$ cat config.mk
export PLATFORM = sky130hd
export DESIGN_NAME = sfe_flash_dev_flat
export DESIGN_NICKNAME = d
export VERILOG_FILES = /design/src/logic/sfe_pkg.sv /design/src/logic/sfe_spi_if.sv /design/src/logic/sfe_flash_dev.sv /design/src/flat_wrapper.sv
export SDC_FILE = /design/constraint.sdc
export NUM_CORES = 2
export LEC_CHECK = 0
export BUFFER_PORTS_ARGS = -buffer_cell sky130_fd_sc_hd__buf_2
export CORE_ASPECT_RATIO = 1.25
export CORE_MARGIN = 2
export CORE_UTILIZATION = 63
export DETAILED_ROUTE_END_ITERATION = 6
export PLACE_DENSITY_LB_ADDON = 0.3
export REMOVE_ABC_BUFFERS = 1
export SLEW_MARGIN = 5
export SYNTH_ARGS = -nofsm -noshare
export SYNTH_HDL_FRONTEND = slang
export SYNTH_SLANG_ARGS = --single-unit
$ cat constraint.sdc
create_clock -name ref_clk_in -period 3.6 [get_ports ref_clk_in]
set_clock_uncertainty 0.05 [all_clocks]
set_input_delay 0 -clock ref_clk_in [delete_from_list [all_inputs] [get_ports ref_clk_in]]
set_output_delay 0 -clock ref_clk_in [all_outputs]
set_load 0.1 [all_outputs]
$ cat src/logic/sfe_pkg.sv
// Purpose: Shared constants for the serial flash erase and power-down link.
// Assumes: Both ends run from the same 40 MHz reference clock rate.
// Notes: Erase and power-down times are plain defaults and are shortened in simulation.
package sfe_pkg;
   localparam int          CLK_PERIOD_NS   = 25;
   localparam int          ADDR_W          = 24;
   localparam int          OP_BITS         = 8;
   localparam int          ADDR_CMD_BITS   = 32;
   localparam int          RDSR_CMD_BITS   = 16;
   localparam int          BLK32_LSB       = 15;
   localparam int          BLK64_LSB       = 16;
   localparam int          NUM_BLK32       = 512;
   localparam int          STS_WIP         = 0;
   localparam int          STS_WEL         = 1;
   localparam logic [7:0]  OP_WRITE_ENABLE = 8'h06;
   localparam logic [7:0]  OP_READ_STATUS  = 8'h05;
   localparam logic [7:0]  OP_ERASE_32K    = 8'h52;
   localparam logic [7:0]  OP_ERASE_64K    = 8'hD8;
   localparam logic [7:0]  OP_CHIP_ERASE_A = 8'h60;
   localparam logic [7:0]  OP_CHIP_ERASE_B = 8'hC7;
   localparam logic [7:0]  OP_POWER_DOWN   = 8'hB9;
   localparam logic [7:0]  OP_RELEASE_PD   = 8'hAB;
   localparam logic [2:0]  BP_NONE         = 3'h0;
   localparam logic [2:0]  BP_ALL          = 3'h7;
   localparam logic [8:0]  BLK64_COUNT     = 9'h100;
   localparam int          T_BE32_NS       = 200000;
   localparam int          T_BE64_NS       = 300000;
   localparam int          T_CE_NS         = 1000000;
   localparam int          T_DP_NS         = 3000;
   localparam int          T_RES_NS        = 3000;
   localparam int          SCK_HALF_CYC    = 4;
   localparam int          GAP_CYC         = 4;

   // Least times round up to whole clock cycles.
   function automatic int ns_to_cyc(input int ns);
      return (ns + CLK_PERIOD_NS - 1) / CLK_PERIOD_NS;
   endfunction : ns_to_cyc

   localparam int BE32_CYC = ns_to_cyc(T_BE32_NS);
   localparam int BE64_CYC = ns_to_cyc(T_BE64_NS);
   localparam int CE_CYC   = ns_to_cyc(T_CE_NS);
   localparam int DP_CYC   = ns_to_cyc(T_DP_NS);
   localparam int RES_CYC  = ns_to_cyc(T_RES_NS);

   function automatic logic is_block_erase(input logic [7:0] op);
      return (op == OP_ERASE_32K) || (op == OP_ERASE_64K);
   endfunction : is_block_erase

   function automatic logic is_chip_erase(input logic [7:0] op);
      return (op == OP_CHIP_ERASE_A) || (op == OP_CHIP_ERASE_B);
   endfunction : is_chip_erase

   // Low protect bits give no 64KB blocks (code 0) or a power-of-two count of them, top or bottom; the complement inverts it.
   function automatic logic blk_protected(input logic [7:0] blk, input logic [4:0] bp, input logic cmp);
      logic [8:0] n;
      logic       hit;
      n   = (bp[2:0] == BP_ALL) ? BLK64_COUNT : 9'((9'h001 << bp[2:0]) >> 1);
      hit = bp[3] ? ({1'b0, blk} < n) : ({1'b0, blk} >= 9'(BLK64_COUNT - n));
      return hit ^ cmp;
   endfunction : blk_protected
endpackage : sfe_pkg

$ cat src/logic/sfe_spi_if.sv
// Purpose: Serial link between the flash controller and the flash device.
// Assumes: The data-out line is pulled high when the device does not drive it.
// Notes: The controller makes chip select, serial clock and serial input.
`timescale 1ns/1ps
interface sfe_spi_if;
   logic cs_n;
   logic sclk;
   logic mosi;
   logic miso_drv;
   logic miso_oe;
   logic miso;

   assign miso = miso_oe ? miso_drv : 1'b1;

   modport dev  (input cs_n, input sclk, input mosi, output miso_drv, output miso_oe);
   modport host (output cs_n, output sclk, output mosi, input miso);
endinterface : sfe_spi_if

$ cat src/logic/sfe_flash_dev.sv
// Purpose: Erase and deep power-down command handling inside the serial flash.
// Assumes: Link pins are asynchronous to ref_clk_in and are oversampled.
// Notes:
`timescale 1ns/1ps
module sfe_flash_dev #(
   parameter int BE32_CYC = sfe_pkg::BE32_CYC,
   parameter int BE64_CYC = sfe_pkg::BE64_CYC,
   parameter int CE_CYC   = sfe_pkg::CE_CYC,
   parameter int DP_CYC   = sfe_pkg::DP_CYC,
   parameter int RES_CYC  = sfe_pkg::RES_CYC
) (
   input  wire logic                       ref_clk_in,
   input  wire logic                       rst_in,
   sfe_spi_if.dev                          spi,
   input  wire logic [4:0]                 protect_bits_in,
   input  wire logic                       protect_complement_in,
   input  wire logic [sfe_pkg::ADDR_W-1:0] query_addr_in,
   output logic                            query_erased_out,
   output logic                            write_in_progress_out,
   output logic                            write_enable_latch_out,
   output logic                            deep_power_down_out
);
   import sfe_pkg::*;

   typedef enum logic [2:0] {
      ST_STANDBY,
      ST_ERASING,
      ST_DP_ENTRY,
      ST_DEEP_PD,
      ST_RELEASING
   } sfe_dev_state_e;

   logic [2:0]           s1_ff;
   logic [2:0]           s2_ff;
   logic [2:0]           pv_ff;
   logic                 sel;
   logic                 cs_rise;
   logic                 sck_rise;
   logic                 sck_fall;
   logic [5:0]           cnt_ff;
   logic [31:0]          shift_ff;
   logic [7:0]           op_ff;
   logic [2:0]           rbit_ff;
   logic                 miso_ff;
   logic                 moe_ff;
   sfe_dev_state_e       st_ff;
   sfe_dev_state_e       nxt_st;
   logic [31:0]          tmr_ff;
   logic                 tmr_zero;
   logic                 wel_ff;
   logic                 blk64_ff;
   logic                 chip_ff;
   logic [8:0]           blk_ff;
   logic [NUM_BLK32-1:0] map_ff;
   logic                 idle;
   logic                 at_op;
   logic                 at_addr;
   logic                 chip_ok;
   logic                 go_write_enable_cmd;
   logic                 go_blk;
   logic                 go_chip;
   logic                 go_dp;
   logic                 go_rel;
   logic                 erase_end;
   logic [7:0]           sts;

   assign spi.miso_drv = miso_ff;
   assign spi.miso_oe  = moe_ff;

   // Pin order in the sampler is {serial input, serial clock, chip select}.
   always_ff @(posedge ref_clk_in) begin
      if (rst_in) begin
         s1_ff <= 3'h7;
         s2_ff <= 3'h7;
         pv_ff <= 3'h7;
      end else begin
         s1_ff <= {spi.mosi, spi.sclk, spi.cs_n};
         s2_ff <= s1_ff;
         pv_ff <= s2_ff;
      end
   end

   always_comb begin
      sel       = ~s2_ff[0];
      cs_rise   = s2_ff[0] & ~pv_ff[0];
      sck_rise  = sel & s2_ff[1] & ~pv_ff[1];
      sck_fall  = sel & ~s2_ff[1] & pv_ff[1];
      idle      = (st_ff == ST_STANDBY);
      at_op     = (cnt_ff == 6'(OP_BITS));
      at_addr   = (cnt_ff == 6'(ADDR_CMD_BITS));
      tmr_zero  = (tmr_ff == 32'h0);
      erase_end = (st_ff == ST_ERASING) & tmr_zero;
      chip_ok   = ({protect_bits_in[2:0], protect_complement_in} == 4'h0)
                | ({protect_bits_in[2:0], protect_complement_in} == 4'hF);
      sts          = 8'h00;
      sts[STS_WIP] = (st_ff == ST_ERASING);
      sts[STS_WEL] = wel_ff;
   end

   // Every decision waits for the select rise, so a frame cut short at any other bit does nothing.
   always_comb begin
      go_write_enable_cmd = cs_rise & idle & at_op & (op_ff == OP_WRITE_ENABLE);
      go_blk  = cs_rise & idle & wel_ff & at_addr & is_block_erase(op_ff)
              & ~blk_protected(shift_ff[ADDR_W-1:BLK64_LSB], protect_bits_in, protect_complement_in);
      go_chip = cs_rise & idle & wel_ff & at_op & is_chip_erase(op_ff) & chip_ok;
      go_dp   = cs_rise & idle & at_op & (op_ff == OP_POWER_DOWN);
      go_rel  = cs_rise & (st_ff == ST_DEEP_PD) & (cnt_ff >= 6'(OP_BITS))
              & (op_ff == OP_RELEASE_PD);
   end

   always_ff @(posedge ref_clk_in) begin
      if (rst_in | s2_ff[0]) begin
         cnt_ff <= 6'h00;
      end else if (sck_rise && cnt_ff != 6'h3F) begin
         cnt_ff <= cnt_ff + 6'h01;
      end
   end

   always_ff @(posedge ref_clk_in) begin
      if (rst_in) begin
         shift_ff <= 32'h0;
         op_ff    <= 8'h00;
      end else if (sck_rise) begin
         shift_ff <= {shift_ff[30:0], s2_ff[2]};
         if (cnt_ff == 6'(OP_BITS - 1)) begin
            op_ff <= {shift_ff[6:0], s2_ff[2]};
         end
      end
   end

   // Status stays readable while erasing; it is refused in every power-down state.
   always_ff @(posedge ref_clk_in) begin
      if (rst_in | s2_ff[0]) begin
         rbit_ff <= 3'h0;
         moe_ff  <= 1'b0;
         miso_ff <= 1'b0;
      end else if (sck_fall && op_ff == OP_READ_STATUS && cnt_ff >= 6'(OP_BITS)
                   && (idle || st_ff == ST_ERASING)) begin
         miso_ff <= sts[3'h7 - rbit_ff];
         moe_ff  <= 1'b1;
         rbit_ff <= rbit_ff + 3'h1;
      end
   end

   always_comb begin
      nxt_st = st_ff;
      case (st_ff)
         ST_STANDBY: begin
            if (go_blk || go_chip) begin
               nxt_st = ST_ERASING;
            end else if (go_dp) begin
               nxt_st = ST_DP_ENTRY;
            end
         end
         ST_ERASING: begin
            if (tmr_zero) begin
               nxt_st = ST_STANDBY;
            end
         end
         ST_DP_ENTRY: begin
            if (tmr_zero) begin
               nxt_st = ST_DEEP_PD;
            end
         end
         ST_DEEP_PD: begin
            if (go_rel) begin
               nxt_st = ST_RELEASING;
            end
         end
         ST_RELEASING: begin
            if (tmr_zero) begin
               nxt_st = ST_STANDBY;
            end
         end
         default: begin
            nxt_st = ST_STANDBY;
         end
      endcase
   end

   always_ff @(posedge ref_clk_in) begin
      if (rst_in) begin
         st_ff <= ST_STANDBY;
      end else begin
         st_ff <= nxt_st;
      end
   end

   always_ff @(posedge ref_clk_in) begin
      if (rst_in) begin
         tmr_ff <= 32'h0;
      end else if (go_blk) begin
         tmr_ff <= (op_ff == OP_ERASE_32K) ? 32'(BE32_CYC - 1) : 32'(BE64_CYC - 1);
      end else if (go_chip) begin
         tmr_ff <= 32'(CE_CYC - 1);
      end else if (go_dp) begin
         tmr_ff <= 32'(DP_CYC - 1);
      end else if (go_rel) begin
         tmr_ff <= 32'(RES_CYC - 1);
      end else if (!tmr_zero) begin
         tmr_ff <= tmr_ff - 32'h1;
      end
   end

   // The latch is dropped in the first cycle of the erase, well before it ends.
   always_ff @(posedge ref_clk_in) begin
      if (rst_in) begin
         wel_ff <= 1'b0;
      end else if (go_write_enable_cmd) begin
         wel_ff <= 1'b1;
      end else if (st_ff == ST_ERASING) begin
         wel_ff <= 1'b0;
      end
   end

   always_ff @(posedge ref_clk_in) begin
      if (rst_in) begin
         blk64_ff <= 1'b0;
         chip_ff  <= 1'b0;
         blk_ff   <= 9'h000;
      end else if (go_blk || go_chip) begin
         blk64_ff <= (op_ff == OP_ERASE_64K);
         chip_ff  <= go_chip;
         blk_ff   <= shift_ff[ADDR_W-1:BLK32_LSB];
      end
   end

   // Contents before any erase are unknown, so a block counts as erased only after its cycle ends.
   always_ff @(posedge ref_clk_in) begin
      if (rst_in) begin
         map_ff <= '0;
      end else if (erase_end) begin
         for (int i = 0; i < NUM_BLK32; i++) begin
            if (chip_ff || (9'(i) == blk_ff) || (blk64_ff && (9'(i) >> 1) == (blk_ff >> 1))) begin
               map_ff[i] <= 1'b1;
            end
         end
      end
   end

   always_ff @(posedge ref_clk_in) begin
      if (rst_in) begin
         query_erased_out       <= 1'b0;
         write_in_progress_out  <= 1'b0;
         write_enable_latch_out <= 1'b0;
         deep_power_down_out    <= 1'b0;
      end else begin
         query_erased_out       <= map_ff[query_addr_in[ADDR_W-1:BLK32_LSB]];
         write_in_progress_out  <= (nxt_st == ST_ERASING);
         write_enable_latch_out <= wel_ff;
         deep_power_down_out    <= (nxt_st == ST_DEEP_PD);
      end
   end
endmodule : sfe_flash_dev

$ cat src/flat_wrapper.sv
// flat-port wrapper written by rule: the top's interface ports become plain ports
module sfe_flash_dev_flat import sfe_pkg::*;
#(
   parameter int BE32_CYC = sfe_pkg::BE32_CYC,
   parameter int BE64_CYC = sfe_pkg::BE64_CYC,
   parameter int CE_CYC   = sfe_pkg::CE_CYC,
   parameter int DP_CYC   = sfe_pkg::DP_CYC,
   parameter int RES_CYC  = sfe_pkg::RES_CYC
)
  (ref_clk_in, rst_in, protect_bits_in, protect_complement_in, query_addr_in, query_erased_out, write_in_progress_out, write_enable_latch_out, deep_power_down_out, spi_cs_n, spi_sclk, spi_mosi, spi_miso_drv, spi_miso_oe);
  sfe_spi_if spi_i ();
  input  wire logic ref_clk_in;
  input  wire logic rst_in;
  input  wire logic [4:0] protect_bits_in;
  input  wire logic protect_complement_in;
  input  wire logic [sfe_pkg::ADDR_W-1:0] query_addr_in;
  output logic query_erased_out;
  output logic write_in_progress_out;
  output logic write_enable_latch_out;
  output logic deep_power_down_out;
  input wire logic [$bits(spi_i.cs_n)-1:0] spi_cs_n;
  input wire logic [$bits(spi_i.sclk)-1:0] spi_sclk;
  input wire logic [$bits(spi_i.mosi)-1:0] spi_mosi;
  output wire logic [$bits(spi_i.miso_drv)-1:0] spi_miso_drv;
  output wire logic [$bits(spi_i.miso_oe)-1:0] spi_miso_oe;
  assign spi_i.cs_n = spi_cs_n;
  assign spi_i.sclk = spi_sclk;
  assign spi_i.mosi = spi_mosi;
  assign spi_miso_drv = spi_i.miso_drv;
  assign spi_miso_oe = spi_i.miso_oe;
  sfe_flash_dev #(.BE32_CYC(BE32_CYC), .BE64_CYC(BE64_CYC), .CE_CYC(CE_CYC), .DP_CYC(DP_CYC), .RES_CYC(RES_CYC)) u_core (.ref_clk_in(ref_clk_in), .rst_in(rst_in), .spi(spi_i), .protect_bits_in(protect_bits_in), .protect_complement_in(protect_complement_in), .query_addr_in(query_addr_in), .query_erased_out(query_erased_out), .write_in_progress_out(write_in_progress_out), .write_enable_latch_out(write_enable_latch_out), .deep_power_down_out(deep_power_down_out));
endmodule
# --- After elaboration in Yosys (flattened, before gate mapping) ---
# Cells that the tools add are included.
op_classes:
  n_eq_ne: 787
  add_sub_neg: 5
  n_bitwise: 28
  shifts: 1
  reduce_logical: 1808
  mux: 20
  magnitude_cmp: 5
op_table:
  columns: ["op", "n"]
  rows:
  - ["$eq 9x9->1 const A", 256]
  - ["$eq 8x9->1 const A", 128]
  - ["$logic_or 1x1->1", 1028]
  - ["$reduce_and 2->1", 513]
  - ["$eq 8x8->1 const A", 128]
  - ["$eq 7x9->1 const A", 64]
  - ["$eq 7x8->1 const A", 64]
  - ["$eq 6x9->1 const A", 32]
  - ["$logic_and 1x1->1", 260]
  - ["$eq 6x8->1 const A", 32]
  - ["$mux 32", 5]
  - ["$eq 5x9->1 const A", 16]
  - ["$eq 5x8->1 const A", 16]
  - ["$eq 4x9->1 const A", 8]
  - ["$eq 4x8->1 const A", 8]
  - ["$eq 3x9->1 const A", 4]
  - ["$eq 3x8->1 const A", 4]
  - ["$eq 8x8->1 const B", 4]
  - ["$logic_not 32->1", 1]
  - ["$sub 32x1->32 const B", 1]
  - ["$and 1x1->1", 20]
  - ["$eq 2x9->1 const A", 2]
  - ["$logic_not 9->1", 2]
  - ["$eq 2x8->1 const A", 2]
  - ["37 further kinds", 56]
word_totals:
  out_inout_bits: 6
  elab_cells: 3185
  reg_bits: 614
  inputBits: 35

# --- Logic depth before layout (Yosys ltp) ---
logic_depth:
  ltp_word: 12
  mapped_depth: 15

# --- Worst setup path after synthesis ---
# No wires, ideal clock.
synth_path:
  path_kind: "in2reg"
  startpoint: "input port protect_bits_in[0]"
  endpoint: "register u_core.blk_ff[6]"
  t_arrival_ns: 2.816
  stages: 15
  setup_ns: 0.128
  required_ns: 3.422
  setup_slack_ns: 0.607
  cell_sequence: "buf_2 or3_1 ha_1 nand3_1 o21ai_0 ha_1 a21oi_1 o21ai_0 a21oi_1 o311ai_1 mux2i_1 a311oi_1 buf_6 mux2i_1 nor2_1"
synth_between:
  elab_chain_cells: 9
  elab_cells_between_ends: 15
  cone_classes: "1 x add/sub; 2 x order compare; 2 x eq/ne; 1 x shift; 2 x mux; 5 x bitwise; 2 x reduce/logical"
synth_lines:
  columns: ["item", "line_no", "text"]
  rows:
  - ["from (decl)", "flat_wrapper.sv:14", "input wire logic [4:0] protect_bits_in;"]
  - ["$eq 3x3->1 or $shl 1x3->9 (tied branches)", "sfe_pkg.sv:57", "n = (bp[2:0] == BP_ALL) ? BLK64_COUNT : 9'((9'h001 << bp[2:0]) >> 1);"]
  - ["$mux 9", "sfe_pkg.sv:57", null]
  - ["$sub 9x9->9", "sfe_pkg.sv:58", "hit = bp[3] ? ({1'b0, blk} < n) : ({1'b0, blk} >= 9'(BLK64_COUNT - n));"]
  - ["$ge 8x9->1", "sfe_pkg.sv:58", null]
  - ["$mux 1", "sfe_pkg.sv:58", null]
  - ["$xor 1x1->1", "sfe_pkg.sv:59", "return hit ^ cmp;"]
  - ["$not 1->1", "sfe_flash_dev.sv:104", "& ~blk_protected(shift_ff[ADDR_W-1:BLK64_LSB], protect_bits_in, protect_complement_in);"]
  - ["$and 1x1->1", "sfe_flash_dev.sv:104", null]
  - ["$logic_or 1x1->1 *", "sfe_flash_dev.sv:221", "end else if (go_blk || go_chip) begin"]
  - ["to (signal assigned)", "sfe_flash_dev.sv:224", "blk_ff <= shift_ff[ADDR_W-1:BLK32_LSB];"]
  - ["to (decl)", "sfe_flash_dev.sv:53", "logic [8:0] blk_ff;"]
# Every way passes the cells marked *; elsewhere a longest branch is shown, timed or not.
# A chain may end at the register's enable or synchronous reset.

# --- Worst setup path in the final report ---
layout_path:
  startpoint: "register u_core.map_ff[255]"
  endpoint: "register u_core.query_erased_out"
layout_between:
  elab_chain_cells: 2
layout_lines:
  columns: ["item", "line_no", "text"]
  rows:
  - ["from (decl)", "sfe_flash_dev.sv:54", "logic [NUM_BLK32-1:0] map_ff;"]
  - ["from (signal assigned)", "sfe_flash_dev.sv:231", "map_ff <= '0;"]
  - ["from (signal, indexed assignment)", "sfe_flash_dev.sv:235", "map_ff[i] <= 1'b1;"]
  - ["$bmux 1 s9", "sfe_flash_dev.sv:248", "query_erased_out <= map_ff[query_addr_in[ADDR_W-1:BLK32_LSB]];"]
  - ["$mux 1 (not written as such)", "sfe_flash_dev.sv:248", null]
  - ["to (signal assigned)", "sfe_flash_dev.sv:248", null]
  - ["to (decl)", "sfe_flash_dev.sv:18", "output logic query_erased_out,"]
# No other way between the ends. The select of a mux whose other input is x is not followed.

==> out/qor.csv <==
stage,metric,value,unit
hold_path,hold_path.startpoint,protect_bits_in[3],
cells_and_area,layoutNonFillerInstCount,4180,
flow_run,max_cap_violations,1,
cells_and_area,drive_gt1_share,10.3,%
die,coreArea,0.0462,mm^2
sta,final_hold_viol_count,0,
sta,finalSetupTns,0,ns
detailed_routing,firstDrtPassIters,7,
clocking,cts_inserted_buffers,60,
grt,antenna_found_initial,2,
grt,grt_pass1_wl,153,mm
logic_synthesis,synth_area_per_cell,8.03,um^2
logic_synthesis,syn_inst,3681,
hold_path,hold_class,in2reg,
outcome,violations,"design-rule violations, max-capacitance violations, max-slew violations",
setup_path,end_kind,flip-flop,
logic_synthesis,yosys_warnings,0,
sta,tightest_slew,1.53,ns
logic_synthesis,ys_types,72,
logic_synthesis,synth_ff_type,dfxtp_1,
die,fp-row-count,88,
sta,fin_crit_sh,99.0,%
detailed_routing,initialDrtViolationCount,4401,
detailed_routing,routedWlPerCell,23.8,um
grt,grt_start_max_net_pins,202,
setup_path,slowest_stage,nor3_1,
die,start_util,63.9,%
setup_path,path_delay_family,simple AND/OR/NAND/NOR gates,
setup_path,crit_buf_inv,1,
die,pin_count,41,
hold_path,worstHoldEndpoint,u_core.tmr_ff[15]$_SDFFE_PP0P_,
sta,slew_viol_final,2,
power_and_ir_drop,ir_worst_vdd,0.411,mV
clocking,cts_tree,done,
placement,placed_cells,4057,
cells_and_area,fill_cells,3641,
logic_synthesis,synth_area,0.0295,mm^2
detailed_routing,drc,4,
sta,fin_crit,3.56,ns
detailed_routing,vias,29148,
setup_path,cp_data_arrival_time,4.05,ns
grt,grt_pass1_vias,28358,
logic_synthesis,ys_seq_elements,614,
setup_path,start_kind,flip-flop,
setup_path,worstPathRequired,4.09,ns
sta,rsz0062_at_grt,false,
clocking,clk_latency,0.66,ns
cells_and_area,syn_to_final_growth,8.60,%
grt,grt_overflow,0,
placement,io_buffers,24,
sta,setup_violations,0,
setup_path,cp_slowest_stage_delay,1.16,ns
detailed_routing,drtAntennaViolNets,0,
logic_synthesis,async_flop_share,0,%
placement,place_hpwl,58.1,mm
die,die_x,198,um
detailed_routing,viasPerCell,6.97,
clocking,cts_resized,0,
outcome,status,"finished, violations left",
setup_path,critPathMaxFanout,2,
clocking,path_clk_slew,0.07,ns
setup_path,reg2regPathDepth,8,
placement,place_congestion,0.940,
sta,max_freq,281,MHz
power_and_ir_drop,powerDensity,481,mW/mm^2
die,fp.dieH,246,um
power_and_ir_drop,p_leak,11.5,nW
sta,hold_slack,0.136,ns
detailed_routing,routed_wl,99.4,mm
clocking,max-clock-path-buffers,3,
grt,grt_usage,40.3,%
clocking,htreeDepth,2,
hold_path,hold_depth,6,
cells_and_area,fin_nets,3602,
setup_path,critPathKind,reg2reg,
clocking,cts_sinks,614,
setup_path,rrSetupSlack,0.04,ns
setup_path,cp_cell_sequence,mux4_2 -> mux2i_1 -> a21oi_1 -> nor3_1 -> nor4_1 -> o311ai_0 -> o211ai_1 -> dlygate4sd3_1,
setup_path,reg2reg_from,u_core.map_ff[255]$_SDFFE_PP0P_,
setup_path,critPathLaunch,u_core.map_ff[255]$_SDFFE_PP0P_,
logic_synthesis,synth_edf_count,0,
setup_path,r2r_end,u_core.query_erased_out$_SDFF_PP0_,
logic_synthesis,ys_seq_area_share,41.6,%
clocking,cts-root-buf,clkbuf_16,
die,die_area,0.0487,mm^2
sta,relSlewSlack,-2.49,%
-- cell usage in the layout (no fill, tap or decap), types with 18 or more instances in the layout --
cell       count
a21oi_1      827
a22oi_1       18
buf_2         21
buf_4         95
clkbuf_16     61
dfxtp_1      613
ha_1          23
mux2i_1       86
mux4_2       104
nand2_1      153
nand3_1       49
nor2_1       644
nor2b_1       26
nor3_1        25
o21ai_0      526
-- per-layer routing --
layer  global-route usage, %  vias up  routed length, um
met2                    62.1     2172              43500
li1                        -    12744                  -
met3                    11.0      651              13000
met5                       0        -                 26
met1                    48.1    13577              34400
met4                    29.9        4               8540
-- registers in the layout, indices dropped and copies added, names as in the netlist, 2 cells and up --
register / flops
u_core.op_ff: 8
u_core.tmr_ff: 32
u_core.s2_ff: 3
u_core.map_ff: 512
u_core.s1_ff: 3
u_core.cnt_ff: 6
u_core.shift_ff: 24
u_core.rbit_ff: 3
u_core.blk_ff: 9
u_core.pv_ff: 2
u_core.st_ff: 3
-- power by group --
group | leakage [nW] | switching (mW) | internal, mW | total [mW]
Clock | 1.01 | 2.79 | 3.76 | 6.56
Combinational | 5.52 | 1.02 | 0.699 | 1.72
Sequential | 4.95 | 0.177 | 6.97 | 7.15
Total | 11.5 | 3.99 | 11.4 | 15.4
-- worst reg2reg max path, cell delays in order (launching register included) --
cell and delay [ns]:
dfxtp_1 0.33, mux4_2 0.46, mux2i_1 0.27, a21oi_1 0.14, nor3_1 1.16, nor4_1 0.09, o311ai_0 0.19, o211ai_1 0.17
dlygate4sd3_1 0.58
-- kinds of logic after synthesis --
logic type	count (synthesis)	share of synthesized area, %
compound gates	1449	25.6
simple gates	1007	14.5
flops	614	41.6
buf+inv	360	5.28
mux	194	11.0
xor+xnor	34	1.01
fa+ha+maj	23	0.974
-- cell type report --
type | count | area, um^2 | area share [%]
diodes | 3 | 7.51 | 0.0234
clock buffers | 87 | 1770 | 5.53
clock inverters | 23 | 256 | 0.799
inverters | 18 | 67.6 | 0.211
multi-input cells | 2707 | 15700 | 49.0
flip-flops and latches | 614 | 12300 | 38.3
well taps | 585 | 732 | 2.28
repair buffers | 143 | 1240 | 3.85
-- how the worst max path moves through the flow --
stage,end,slack [ns],depth (start not counted)
after floorplan,u_core.map_ff[362]$_SDFFE_PP0P_,-7.99,6
after global placement,u_core.tmr_ff[23]$_SDFFE_PP0P_,0.28,14
after detailed placement,u_core.blk_ff[5]$_SDFFE_PP0P_,0.20,16
after CTS,u_core.map_ff[470]$_SDFFE_PP0P_,0.59,7
after global routing,u_core.query_erased_out$_SDFF_PP0_,0.15,8
final,u_core.query_erased_out$_SDFF_PP0_,0.04,8
-- synth_stat cells, types with 10 or more instances --
library cell | instances | area (um^2)
nand2b_1 | 16 | 100
inv_1 | 17 | 63.8
dfxtp_1 | 614 | 12300
nor3_1 | 25 | 125
nand4_1 | 13 | 81.3
buf_1 | 15 | 56.3
a211oi_1 | 11 | 82.6
nor2_1 | 644 | 2420
ha_1 | 23 | 288
buf_2 | 70 | 350
o21ai_0 | 526 | 2630
mux4_2 | 104 | 2340
buf_4 | 11 | 82.6
nor2b_1 | 26 | 163
nand2_1 | 157 | 589
xor2_1 | 17 | 149
or3_1 | 10 | 62.6
a22oi_1 | 18 | 135
xnor2_1 | 17 | 149
a21oi_1 | 827 | 4140
or2_2 | 10 | 62.6
nand3_1 | 49 | 245
clkbuf_1 | 236 | 886
mux2i_1 | 86 | 861
-- per-stage QoR --
stage	cell area (um^2)	util, %	setup slack [ns]	power, mW
6_report	32100	69.4	0.0366	15.4
5_1_grt	32100	69.4	0.146	15.9
4_1_cts	32100	69.4	0.586	15.4
3_5_place_dp	29900	64.8	0.198	8.95
3_3_place_gp	29900	64.8	0.281	8.90
2_1_floorplan	28100	-	-7.99	8.39
-- what timing repair did --
action	CTS	global route
hold buffers	10	0
buffers inserted	0	0
endpoints found under the hold margin	85	0
No activity file was read; power rests on OpenSTA's default activity.
